$ cat src/include/vism_pkg.sv
`default_nettype none
package vism_pkg;
    localparam int unsigned NUM_LINES = 24;
    localparam int unsigned LVL_W = 2;
    localparam int unsigned LINE_W = 5;
    localparam int unsigned EXT_CH = 8;
    // Vector of line n: upper byte at TOP - 2n, lower byte one above
    localparam logic [15:0] VEC_TOP = 16'hFFFA;
    localparam logic [15:0] VEC_STEP = 16'h0002;
    localparam logic [4:0] LINE_EXT4 = 5'h00;
    localparam logic [4:0] LINE_EXT5 = 5'h01;
    localparam logic [4:0] LINE_EXT26 = 5'h02;
    localparam logic [4:0] LINE_EXT37 = 5'h03;
    localparam logic [4:0] LINE_TMR_LO = 5'h05;
    localparam logic [4:0] LINE_TMR_HI = 5'h06;
    localparam logic [47:0] LEVEL_RST = 48'hFFFF_FFFF_FFFF;

    typedef struct packed {
        logic valid;
        logic [4:0] line;
        logic [1:0] level;
        logic [15:0] vec_upper;
        logic [15:0] vec_lower;
    } vism_req_t;
endpackage
`default_nettype wire

$ cat src/vism_irq_map.sv
`default_nettype none
module vism_irq_map
    import vism_pkg::*;
(
    input wire logic i_ref_clk,
    input wire logic i_srst,
    input wire logic [vism_pkg::EXT_CH-1:0] i_ext_irq,
    input wire logic i_tmr0_lo_irq,
    input wire logic i_tmr0_hi_irq,
    input wire logic [vism_pkg::NUM_LINES-1:0] i_other_irq,
    input wire logic [2*vism_pkg::NUM_LINES-1:0] i_level_fields,
    output logic [vism_pkg::NUM_LINES-1:0] o_lines,
    output vism_pkg::vism_req_t o_req
);
    import vism_pkg::*;

    logic [NUM_LINES-1:0] lines_d;
    logic [NUM_LINES-1:0] lines_q;
    logic [LVL_W-1:0] line_zero_level_field;
    logic [LVL_W-1:0] line_one_level_field;
    logic [LVL_W-1:0] line_two_level_field;
    logic [LVL_W-1:0] line_five_level_field;
    logic [LVL_W-1:0] line_six_level_field;
    vism_req_t req_d;
    vism_req_t req_q;

    function automatic logic [15:0] vec_upper(input logic [4:0] n);
        vec_upper = VEC_TOP - 16'(n) * VEC_STEP;
    endfunction

    assign line_zero_level_field = i_level_fields[1:0];
    assign line_one_level_field = i_level_fields[3:2];
    assign line_two_level_field = i_level_fields[5:4];
    assign line_five_level_field = i_level_fields[11:10];
    assign line_six_level_field = i_level_fields[13:12];

    always_comb begin
        lines_d = i_other_irq;
        lines_d[LINE_EXT4] = i_ext_irq[4];
        lines_d[LINE_EXT5] = i_ext_irq[5];
        lines_d[LINE_EXT26] = i_ext_irq[2] | i_ext_irq[6];
        lines_d[LINE_EXT37] = i_ext_irq[3] | i_ext_irq[7];
        lines_d[LINE_TMR_LO] = i_tmr0_lo_irq;
        lines_d[LINE_TMR_HI] = i_tmr0_hi_irq;
    end

    always_ff @(posedge i_ref_clk) begin
        if (i_srst) begin
            lines_q <= '0;
        end else begin
            lines_q <= lines_d;
        end
    end

    // Level 0 is the most urgent; scan upward so lowest line wins ties
    always_comb begin
        logic [LVL_W-1:0] lvl;
        lvl = '0;
        req_d = '0;
        for (int i = 0; i < NUM_LINES; i++) begin
            lvl = i_level_fields[2*i +: 2];
            if (lines_q[i] && (!req_d.valid || lvl < req_d.level)) begin
                req_d.valid = 1'b1;
                req_d.line = LINE_W'(i);
                req_d.level = lvl;
            end
        end
        if (req_d.valid) begin
            req_d.vec_upper = vec_upper(req_d.line);
            req_d.vec_lower = vec_upper(req_d.line) + 16'h0001;
        end
    end

    always_ff @(posedge i_ref_clk) begin
        if (i_srst) begin
            req_q <= '0;
        end else begin
            req_q <= req_d;
        end
    end

    assign o_lines = lines_q;
    assign o_req = req_q;

    ext4_map_a: assert property (@(posedge i_ref_clk) disable iff (i_srst)
        i_ext_irq[4] |=> o_lines[0])
        else $error("ext channel 4 did not raise line 0");
    ext5_map_a: assert property (@(posedge i_ref_clk) disable iff (i_srst)
        i_ext_irq[5] |=> o_lines[1])
        else $error("ext channel 5 did not raise line 1");
    ext26_share_a: assert property (@(posedge i_ref_clk) disable iff (i_srst)
        (i_ext_irq[2] || i_ext_irq[6]) |=> o_lines[2])
        else $error("ext channel 2 or 6 did not raise line 2");
    ext37_share_a: assert property (@(posedge i_ref_clk) disable iff (i_srst)
        !$past(i_srst) |->
        ($past(i_ext_irq[3] || i_ext_irq[7]) == o_lines[3]))
        else $error("line 3 does not follow channels 3 and 7");
    tmr_lo_map_a: assert property (@(posedge i_ref_clk) disable iff (i_srst)
        i_tmr0_lo_irq |=> o_lines[5])
        else $error("timer lower half did not raise line 5");
    tmr_hi_map_a: assert property (@(posedge i_ref_clk) disable iff (i_srst)
        i_tmr0_hi_irq |=> o_lines[6])
        else $error("timer upper half did not raise line 6");
    line0_vector_a: assert property (@(posedge i_ref_clk) disable iff (i_srst)
        (o_req.valid && o_req.line == 5'd0) |->
        (o_req.vec_upper == 16'hFFFA && o_req.vec_lower == 16'hFFFB))
        else $error("line 0 vector wrong");
    line6_vector_a: assert property (@(posedge i_ref_clk) disable iff (i_srst)
        (o_req.valid && o_req.line == 5'd6) |->
        (o_req.vec_upper == 16'hFFEE && o_req.vec_lower == 16'hFFEF))
        else $error("line 6 vector wrong");
    tie_lowest_a: assert property (@(posedge i_ref_clk) disable iff (i_srst)
        ($past(lines_q[0] && lines_q[1]) &&
         $past(i_level_fields[1:0] == i_level_fields[3:2]))
        |-> (o_req.valid && o_req.line != 5'd1))
        else $error("equal-level tie not given to lowest line");
    tie_two_three_a: assert property (@(posedge i_ref_clk) disable iff (i_srst)
        ($past(lines_q[2] && lines_q[3]) &&
         $past(i_level_fields[5:4] == i_level_fields[7:6]))
        |-> (o_req.valid && o_req.line != 5'd3))
        else $error("equal-level tie of lines 2 and 3 wrong");

    // Reset clears both output stages
    reset_clear_a: assert property (@(posedge i_ref_clk)
        i_srst |=> (o_lines == '0 && o_req == '0))
        else $error("outputs not cleared by reset");

    // A request only when some line is pending
    valid_any_a: assert property (@(posedge i_ref_clk) disable iff (i_srst)
        (o_lines != '0) |=> o_req.valid)
        else $error("pending line gave no request");
    valid_none_a: assert property (@(posedge i_ref_clk) disable iff (i_srst)
        (o_lines == '0) |=> !o_req.valid)
        else $error("request with no pending line");
    idle_zero_a: assert property (@(posedge i_ref_clk) disable iff (i_srst)
        !o_req.valid |-> (o_req == '0))
        else $error("idle request word not zero");
    vector_pair_a: assert property (@(posedge i_ref_clk) disable iff (i_srst)
        o_req.valid |-> (o_req.vec_lower == o_req.vec_upper + 16'h0001))
        else $error("lower vector byte not next to upper");

    // Fixed vectors of the mapped lines
    line1_vector_a: assert property (@(posedge i_ref_clk) disable iff (i_srst)
        (o_req.valid && o_req.line == 5'd1) |->
        (o_req.vec_upper == 16'hFFF8 && o_req.vec_lower == 16'hFFF9))
        else $error("line 1 vector wrong");
    line2_vector_a: assert property (@(posedge i_ref_clk) disable iff (i_srst)
        (o_req.valid && o_req.line == 5'd2) |->
        (o_req.vec_upper == 16'hFFF6))
        else $error("line 2 vector wrong");
    line3_vector_a: assert property (@(posedge i_ref_clk) disable iff (i_srst)
        (o_req.valid && o_req.line == 5'd3) |->
        (o_req.vec_upper == 16'hFFF4 && o_req.vec_lower == 16'hFFF5))
        else $error("line 3 vector wrong");
    line5_vector_a: assert property (@(posedge i_ref_clk) disable iff (i_srst)
        (o_req.valid && o_req.line == 5'd5) |->
        (o_req.vec_upper == 16'hFFF0 && o_req.vec_lower == 16'hFFF1))
        else $error("line 5 vector wrong");

    // Every line keeps the two-byte vector spacing
    generate
        for (genvar g = 0; g < NUM_LINES; g++) begin : g_vec
            vec_table_a: assert property (@(posedge i_ref_clk)
                disable iff (i_srst)
                (o_req.valid && o_req.line == LINE_W'(g)) |->
                (o_req.vec_upper == 16'(32'hFFFA - 2 * g)))
                else $error("vector of a line wrong");
        end
    endgenerate

    // Level reported is the winner's own field
    line0_level_a: assert property (@(posedge i_ref_clk) disable iff (i_srst)
        (o_req.valid && o_req.line == 5'd0) |->
        (o_req.level == $past(line_zero_level_field)))
        else $error("line 0 level wrong");
    line1_level_a: assert property (@(posedge i_ref_clk) disable iff (i_srst)
        (o_req.valid && o_req.line == 5'd1) |->
        (o_req.level == $past(line_one_level_field)))
        else $error("line 1 level wrong");
    line2_level_a: assert property (@(posedge i_ref_clk) disable iff (i_srst)
        (o_req.valid && o_req.line == 5'd2) |->
        (o_req.level == $past(line_two_level_field)))
        else $error("line 2 level wrong");
    line5_level_a: assert property (@(posedge i_ref_clk) disable iff (i_srst)
        (o_req.valid && o_req.line == 5'd5) |->
        (o_req.level == $past(line_five_level_field)))
        else $error("line 5 level wrong");
    line6_level_a: assert property (@(posedge i_ref_clk) disable iff (i_srst)
        (o_req.valid && o_req.line == 5'd6) |->
        (o_req.level == $past(line_six_level_field)))
        else $error("line 6 level wrong");

    // Lines drop when their sources drop
    ext4_drop_a: assert property (@(posedge i_ref_clk) disable iff (i_srst)
        !i_ext_irq[4] |=> !o_lines[0])
        else $error("line 0 high without channel 4");
    ext5_drop_a: assert property (@(posedge i_ref_clk) disable iff (i_srst)
        !i_ext_irq[5] |=> !o_lines[1])
        else $error("line 1 high without channel 5");
    ext26_drop_a: assert property (@(posedge i_ref_clk) disable iff (i_srst)
        !(i_ext_irq[2] || i_ext_irq[6]) |=> !o_lines[2])
        else $error("line 2 high without channel 2 or 6");
    tmr_lo_drop_a: assert property (@(posedge i_ref_clk) disable iff (i_srst)
        !i_tmr0_lo_irq |=> !o_lines[5])
        else $error("line 5 high without timer lower half");
    tmr_hi_drop_a: assert property (@(posedge i_ref_clk) disable iff (i_srst)
        !i_tmr0_hi_irq |=> !o_lines[6])
        else $error("line 6 high without timer upper half");
endmodule
`default_nettype wire

$ cat config.mk
export PLATFORM = sky130hd
export DESIGN_NAME = vism_irq_map
export DESIGN_NICKNAME = d
export VERILOG_FILES = /design/src/include/vism_pkg.sv /design/src/vism_irq_map.sv
export SDC_FILE = /design/constraint.sdc
export NUM_CORES = 1
export LEC_CHECK = 0
export BUFFER_PORTS_ARGS = -buffer_cell sky130_fd_sc_hd__buf_2
export CAP_MARGIN = 20
export CORE_MARGIN = 4
export CORE_UTILIZATION = 50
export DETAILED_ROUTE_END_ITERATION = 10
export HOLD_SLACK_MARGIN = 0.08
export PLACE_DENSITY_LB_ADDON = 0.1
export SYNTH_ARGS = -nofsm -noshare
export SYNTH_HDL_FRONTEND = slang
export SYNTH_SLANG_ARGS = --single-unit
$ cat constraint.sdc
create_clock -name i_ref_clk -period 9.67 [get_ports i_ref_clk]
set_input_delay 0.967 -clock i_ref_clk [delete_from_list [all_inputs] [get_ports i_ref_clk]]
set_output_delay 0.967 -clock i_ref_clk [all_outputs]
set_load 0.03 [all_outputs]
==> metrics.txt, run 1 <==
hpwl dp=9010 µm; post-CTS setup buffers=0; post-synthesis sequential area ratio=19.7%; P per Cell Area=139 nW/µm²; Mapped Area=3960 µm²; metal2 WL=5760 µm; CTS tree=yes; Setup crit end kind=flip-flop; DR vias/cell=5.82; Post-Place Worst Slack=624 ps; synthesized net count=646; Post-synth EDFFs=0; share of the synthesized area in the top cell type=19.7%; share of cells above drive strength 1=26.4%; Synth area leaders=dfxtp_1 (20%), o21ai_0 (7.0%), nor2b_1 (5.7%), buf_4 (4.7%), nor2_1 (4.2%); Worst-path clk slew=80 ps; CTS sink count=39; RSZ-0062 raised after global routing=false; Metal-1 WL=4770 µm; most common cell in the netlist=o21ai_0; clock tree buffer depth=2; Core Box Area=7730 µm²; DRT iter0 DRCs=179; routability cong.=0.955; reg2reg setup slack=1010 ps; Worst-Margin Slew=851 ps; worst reg2reg path startpoint=o_lines[0]; Layout fillers=745; Num CTS Buffers=5; DRT antenna net count=0; Critical Path End=o_req[4]; initial core utilization=51.2%; CTS resizes=0; clk root buf=clkbuf_8; register bit total from synthesis=39; initial antenna violation count=0; Layout Nets=751; Synth area leader=dfxtp_1; Post-synth ARST share=0%; status=completed; Worst VDD drop=0.0000612 V; critical path arrival=9050 ps; Top Metal Used=met4; Hold Crit Class=reg -> reg; Max Clk Rate=113 MHz; Max-Cap Viols=0; Core Rows=32; Setup Skew=8.23 ps; Tcrit/Tclk final=91.3%; Final min period=8820 ps; final setup TNS=0 ps; WL met3=545 µm; highest net fanout along the worst path=13; Slowest-stage cell, CP=a222oi_1; Synth top cells by count=o21ai_0 (55), nor2_1 (44), nand2_1 (40), dfxtp_1 (39), nor2b_1 (36); Port Buffers=138; DIE AREA=9410 µm²; total global-route track usage=22.5%; final setup fails=0; crit path launch type=primary input; ys flop type=dfxtp_1; CP peak stage delay=780 ps; Data required, critical path=9890 ps; final worst slack=846 ps; hold buffers post-CTS=0; Yosys warnings=0; Die Height=97.0 µm; Netlist cell types=78; reg2reg end=o_req[4]; n_diodes=0; leak pwr=2.08 nW; critical path class=in -> reg; crit path from=i_level_fields[1]; io pins=148; Clock Latency Late Sink=300 ps; DR DRC count=0; WHS=542 ps; drt total wl=11200 µm; Mapped Avg Cell Area=7.10 µm²; Slew Viols, Final=0; First-pass DRT Iterations=5; Rel. slew slack=43.2%; Mapped Cells=558; GRT overflow=0; CTS H-tree lvls=2; vias=4459; vias in the first global route=4183; Reg2Reg Depth=29; global-route wire length before repair=18600 µm; Pwr Total=645 µW; Area Growth Syn to Fin=17.1%; largest net degree at the start of global routing=39; Routed WL per cell=14.6 µm; DIE WIDTH=97.0 µm; Final Hold Fails=0
## layout by cell type, fill, tap and decap left out, types with 6 or more instances in the layout
master	netlist	routed
dfxtp_1	39	39
o21a_1	9	9
a211oi_1	7	7
nand2_1	40	40
and3_1	8	8
nor2_1	44	44
inv_1	32	32
nor2b_1	36	36
a31oi_1	6	6
a21oi_1	29	29
and2_1	9	9
nand2b_1	11	11
nor3_1	17	17
o31ai_1	10	10
o21ai_0	55	55
nand3_1	18	18
or3_1	10	10
buf_2	3	138
maj3_1	6	6
o22ai_1	7	7
or2_2	7	7
## critical path, delay by kind of cell
family	cells	cell delay, ps
compound gates	13	4360
simple gates	10	2290
fa+ha+maj	3	800
mux	2	510
buf+inv	2	140
## report_power, final
part           total (mW)  internal [mW]  switching [mW]  leakage (nW)
clock               0.140         0.0769          0.0630        0.0581
combinational       0.308          0.117           0.191          1.69
sequential          0.197          0.179          0.0182         0.325
total               0.645          0.373           0.272          2.08
## final cells by class
type                            count  area [µm²]  share of cell area, %
Clock inverter                      3        43.8                  0.945
Tap cell                          102         128                   2.75
Multi-Input combinational cell    446        2800                   60.4
Clock buffer                        5        68.8                   1.48
Inverter                           33         124                   2.67
Timing Repair Buffer              138         691                   14.9
Sequential cell                    39         781                   16.8
## per-layer routing
layer	vias up	global-route usage, %
met1	2064	27.9
met5	-	0
met3	6	2.16
li1	2258	-
met2	131	41.9
met4	0	4.97
## worst min-delay path by stage
stage / start / to / slack (ps) / cells after the start
floorplan: o_lines[23] / o_req[32] / 630 / 2
global placement: o_lines[23] / o_req[32] / 510 / 2
detailed placement: o_lines[23] / o_req[32] / 530 / 2
CTS: o_lines[23] / o_req[32] / 540 / 2
global route: o_lines[23] / o_req[32] / 590 / 2
finish: o_lines[23] / o_req[32] / 540 / 2
## state kept, by name (all words and copies together) (netlist names)
| name | cells |
|---|---|
| o_req | 15 |
| o_lines | 24 |
## cells by family after synthesis
family	share of synthesized area [%]
mux	0.537
fa+ha+maj	2.78
flops	19.7
buf+inv	9.57
other cells	0.0947
simple gates	29.5
compound gates	37.8
## per-stage QoR
stage | utilization [%] | cells | cell area [µm²]
2_1_floorplan | - | 558 | 3960
3_3_place_gp | 58.5 | 758 | 4520
3_5_place_dp | 58.5 | 758 | 4520
4_1_cts | 60.0 | 766 | 4640
5_1_grt | 60.0 | 766 | 4640
6_report | 60.0 | 766 | 4640
(Power assumes the default switching activity.)
==> inputs of run 2 (changes only) <==
--- a/config.mk
+++ b/config.mk
@@ -5,10 +5,11 @@
 export SDC_FILE = /design/constraint.sdc
 export NUM_CORES = 1
 export LEC_CHECK = 0
+export ABC_AREA = 1
 export BUFFER_PORTS_ARGS = -buffer_cell sky130_fd_sc_hd__buf_2
 export CAP_MARGIN = 20
 export CORE_MARGIN = 4
-export CORE_UTILIZATION = 50
+export CORE_UTILIZATION = 48
 export DETAILED_ROUTE_END_ITERATION = 10
 export HOLD_SLACK_MARGIN = 0.08
 export PLACE_DENSITY_LB_ADDON = 0.1
==> metrics.txt, run 2 <==
Synth area leader=dfxtp_1; post-synthesis sequential area ratio=23.6% (+3.9 points); Core Rows=29 (-9.4%); share of the synthesized area in the top cell type=23.6% (+3.9 points); Mapped Avg Cell Area=5.48 µm² (-23%); First Error=[ERROR GRT-0232] Routing congestion too high. Check the congestion heatmap in the GUI.; total global-route track usage=90.6%; CTS H-tree lvls=2 (unchanged); hpwl dp=7310 µm (-19%); Port Buffers=138 (unchanged); Synth top cells by count=nand2_1 (191), inv_1 (117), nor2_1 (83), nand3_1 (69), nand2_2 (43); Post-Place Worst Slack=-2530 ps (-3150 ps); synthesized net count=691 (+7.0%); GRT overflow=713; Mapped Cells=603 (+8.1%); Worst End Pin Type=register input; initial core utilization=50.6% (-0.69 points); clock tree buffer depth=2 (unchanged); Die Height=90.9 µm (-6.2%); failing step=global routing; Mapped Area=3300 µm² (-17%); register bit total from synthesis=39 (unchanged); io pins=148 (unchanged); Synth area leaders=dfxtp_1 (24%), nand2_1 (22%), inv_1 (13%), nand3_1 (10%), nor2_1 (9.4%); clk root buf=clkbuf_8; DIE WIDTH=90.9 µm (-6.2%); largest net degree at the start of global routing=33; ys flop type=dfxtp_1; hold buffers post-CTS=0 (unchanged); Netlist cell types=22 (-72%); Post-synth EDFFs=0 (unchanged); routability cong.=0.868 (-9.0%); Post-synth ARST share=0% (unchanged); CTS sink count=39 (unchanged); worst_ep grt=o_req[4]$_SDFF_PP0_/D; status=aborted with a tool error; most common cell in the netlist=nand2_1; Yosys warnings=0 (unchanged); Num CTS Buffers=5 (unchanged)
## run 2: cell count changes after synthesis, moves of 10 or more
| cell | previous run | this run |
|---|---|---|
| o21ai_0 | 55 | 2 |
| o31ai_1 | 10 | 0 |
| nand2_1 | 40 | 191 |
| nor3_1 | 17 | 0 |
| nand2_2 | 0 | 43 |
| nor2b_1 | 36 | 0 |
| inv_1 | 32 | 117 |
| nand3_1 | 18 | 69 |
| a21oi_1 | 29 | 9 |
| nor2_1 | 44 | 83 |
| or3_1 | 10 | 0 |
| nand2b_1 | 11 | 0 |
## run 2: cell families after synthesis
group / Yosys count / share of synthesized area [%]
AND/OR/NAND/NOR: 396 / 52.2
adder cells (fa/ha/maj): 4 / 1.52
flip-flops: 39 / 23.6
buffers and inverters: 148 / 20.0
other: 1 / 0.114
AO/OA/AOI/OAI: 15 / 2.50
## run 2: through the flow
step           TNS (ps)  hold WS, ps  cell area, µm²  utilization, %  cells
2_1_floorplan    -18610          664            3340               -    603
3_3_place_gp     -21720          567            4530            69.3    871
3_5_place_dp     -28400          565            4530            69.3    871
4_1_cts          -23080          576            5710            87.4   1015
## run 2: per-layer routing
layer	track usage, %	overflow
met5	9.52	0
met4	107	163
met3	57.1	1
met2	127	542
met1	81.4	7
## run 2: what timing repair did
item,CTS
endpoints found under the setup margin,12
pin swaps,36
buffers inserted,136
gates resized for setup,17
endpoints found under the hold margin,0
==> inputs of run 3 (changes only) <==
--- a/config.mk
+++ b/config.mk
@@ -9,10 +9,9 @@
 export BUFFER_PORTS_ARGS = -buffer_cell sky130_fd_sc_hd__buf_2
 export CAP_MARGIN = 20
 export CORE_MARGIN = 4
-export CORE_UTILIZATION = 48
+export CORE_UTILIZATION = 35
 export DETAILED_ROUTE_END_ITERATION = 10
-export HOLD_SLACK_MARGIN = 0.08
-export PLACE_DENSITY_LB_ADDON = 0.1
+export PLACE_DENSITY_LB_ADDON = 0.15
 export SYNTH_ARGS = -nofsm -noshare
 export SYNTH_HDL_FRONTEND = slang
 export SYNTH_SLANG_ARGS = --single-unit
==> metrics.txt, run 3 <==
status=complete, but fails checks; failing checks=negative setup slack; Final min period=12010 ps; crit path launch type=primary input; DIE WIDTH=105 µm (+16%); Synth area leaders=dfxtp_1 (24%), nand2_1 (22%), inv_1 (13%), nand3_1 (10%), nor2_1 (9.4%); ys flop type=dfxtp_1; hpwl dp=7340 µm (+0.50%); DR vias/cell=4.36; Die Height=105 µm (+16%); Yosys warnings=0 (unchanged); Final Hold Fails=0; routability cong.=0.846 (-2.6%); Max-Cap Viols=0; Post-Place Worst Slack=-2420 ps (+106 ps); highest net fanout along the worst path=4; Slew Viols, Final=0; CTS tree=yes; DRT antenna net count=0; First-pass DRT Iterations=5; leak pwr=3.45 nW; P_int=561 µW; Netlist cell types=22 (unchanged); Sw Share=42.5%; P per Cell Area=176 nW/µm²; Num CTS Buffers=5 (unchanged); synthesized net count=691 (unchanged); Area Growth Syn to Fin=67.4%; clk root buf=clkbuf_8; register bit total from synthesis=39 (unchanged); Routed WL per cell=10.2 µm; DRT iter0 DRCs=74; Mapped Avg Cell Area=5.48 µm² (unchanged); Core Rows=35 (+21%); final worst slack=-2340 ps; Tcrit/Tclk final=124%; Slowest-stage cell, CP=ha_1; DR DRC count=0; most common cell in the netlist=nand2_1; Worst-Margin Slew=715 ps; CTS sink count=39 (unchanged); initial antenna violation count=0; critical path class=in -> reg; clock share of power=14.4%; final setup TNS=-26790 ps; Worst VDD drop=0.0000770 V; Setup Skew=10.5 ps; Data required, critical path=9830 ps; HP Start=o_lines[23]; Post-synth EDFFs=0 (unchanged); GRT overflow=0; RSZ-0062 raised after global routing=true; vias=4303; Rel. slew slack=52.4%; Logic pwr share=65.3%; largest net degree at the start of global routing=33; Mapped Cells=603 (unchanged); Post-synth ARST share=0% (unchanged); max FFs per register=24; Worst-path clk slew=90 ps; global-route wire length before repair=16100 µm; critical path arrival=12170 ps; share of the synthesized area in the top cell type=23.6% (unchanged); Pwr Total=976 µW; commonest non-fill, non-tap cell in the layout=buf_4; Setup crit end kind=flip-flop; vias in the first global route=3966; drt total wl=10100 µm; initial core utilization=35.9% (-15 points); Clock Latency Late Sink=300 ps; total global-route track usage=16.9%; DIE AREA=11100 µm²; worst reg2reg path startpoint=o_lines[0]; post-synthesis sequential area ratio=23.6% (unchanged); CTS H-tree lvls=2 (unchanged); Max Clk Rate=83.2 MHz; Reg power frac=20.3%; CP bufs+invs=37; most frequent cells in the layout=buf_4 (155), nand2_1 (137), buf_2 (136); Layout Nets=964; Synth area leader=dfxtp_1; n_diodes=0; io pins=148 (unchanged); critical path's top delay family=simple AND/OR/NAND/NOR gates; crit path from=i_level_fields[1]; clock tree buffer depth=2 (unchanged); share of cells above drive strength 1=49.5%; Core Box Area=9200 µm²; Hold Crit Class=reg -> reg; final setup fails=12; Synth top cells by count=nand2_1 (191), inv_1 (117), nor2_1 (83), nand3_1 (69), nand2_2 (43); CP peak stage delay=200 ps; Psw=415 µW; Mapped Area=3300 µm² (unchanged); WHS=574 ps; most frequent cell on the critical path=nand2_2; Port Buffers=138 (unchanged)
-- run 3: cell counts after synthesis --
Identical to the previous run, type by type.
-- run 3: final timing paths --
| check | end | slack (ps) | depth (start not counted) |
|---|---|---|---|
| worst max-delay path | o_req[4] | -2340 | 125 |
| worst min-delay path | o_req[32] | 570 | 2 |
| worst max register to register | o_req[4] | -1980 | 124 |
| worst min register to register | o_req[32] | 570 | 2 |
-- run 3: worst reg2reg max path: cells and delay by family, from the launching register on --
kind / cells / cell delay (ps)
flops: 1 / 380
buf+inv: 36 / 4330
compound gates: 2 / 160
fa+ha+maj: 2 / 410
simple gates: 84 / 6190
-- run 3: area by class of cell --
cell class	count	area, µm²
flip-flops and latches	39	781
inverters	119	447
clock buffers	5	68.8
repair buffers	295	1890
well taps	111	139
clock inverters	3	43.8
multi-input cells	416	2160
fillers	879	3670
-- run 3: stage by stage --
stage	util, %	instance area [µm²]	cells
6_report	60.1	5530	988
2_1_floorplan	-	3340	603
3_5_place_dp	49.7	4570	905
4_1_cts	55.2	5080	962
3_3_place_gp	49.7	4570	905
5_1_grt	60.1	5530	988
-- run 3: cell families (layout without fill, tap and decap cells) --
logic type,count (synthesis),in the layout,synth area share [%]
AND/OR/NAND/NOR,396,396,52.2
buffers and inverters,148,422,20.0
flip-flops,39,39,23.6
AO/OA/AOI/OAI,15,15,2.50
adder cells (fa/ha/maj),4,4,1.52
other,1,1,0.114
-- run 3: repair_timing --
action,4_1_cts,5_1_grt
setup buffers,49,25
endpoints found under the setup margin,12,12
pin swaps,29,51
cloned,0,1
hold buffers,0,0
gates resized for setup,10,80
-- run 3: power by group through the flow --
| stage | clock, mW | combinational (mW) | sequential (mW) |
|---|---|---|---|
| after CTS | 0.148 | 0.551 | 0.198 |
| after global routing | 0.153 | 0.702 | 0.201 |
| final | 0.141 | 0.637 | 0.198 |
| after detailed placement | 0 | 0.506 | 0.201 |
| after floorplan | 0 | 0.281 | 0.242 |
| after global placement | 0 | 0.499 | 0.201 |
-- run 3: routing by layer --
layer / wire (µm) / track usage (%)
met5: 0 / 0
met4: 194 / 4.50
met3: 386 / 2.66
met2: 5200 / 31.8
met1: 4270 / 19.7
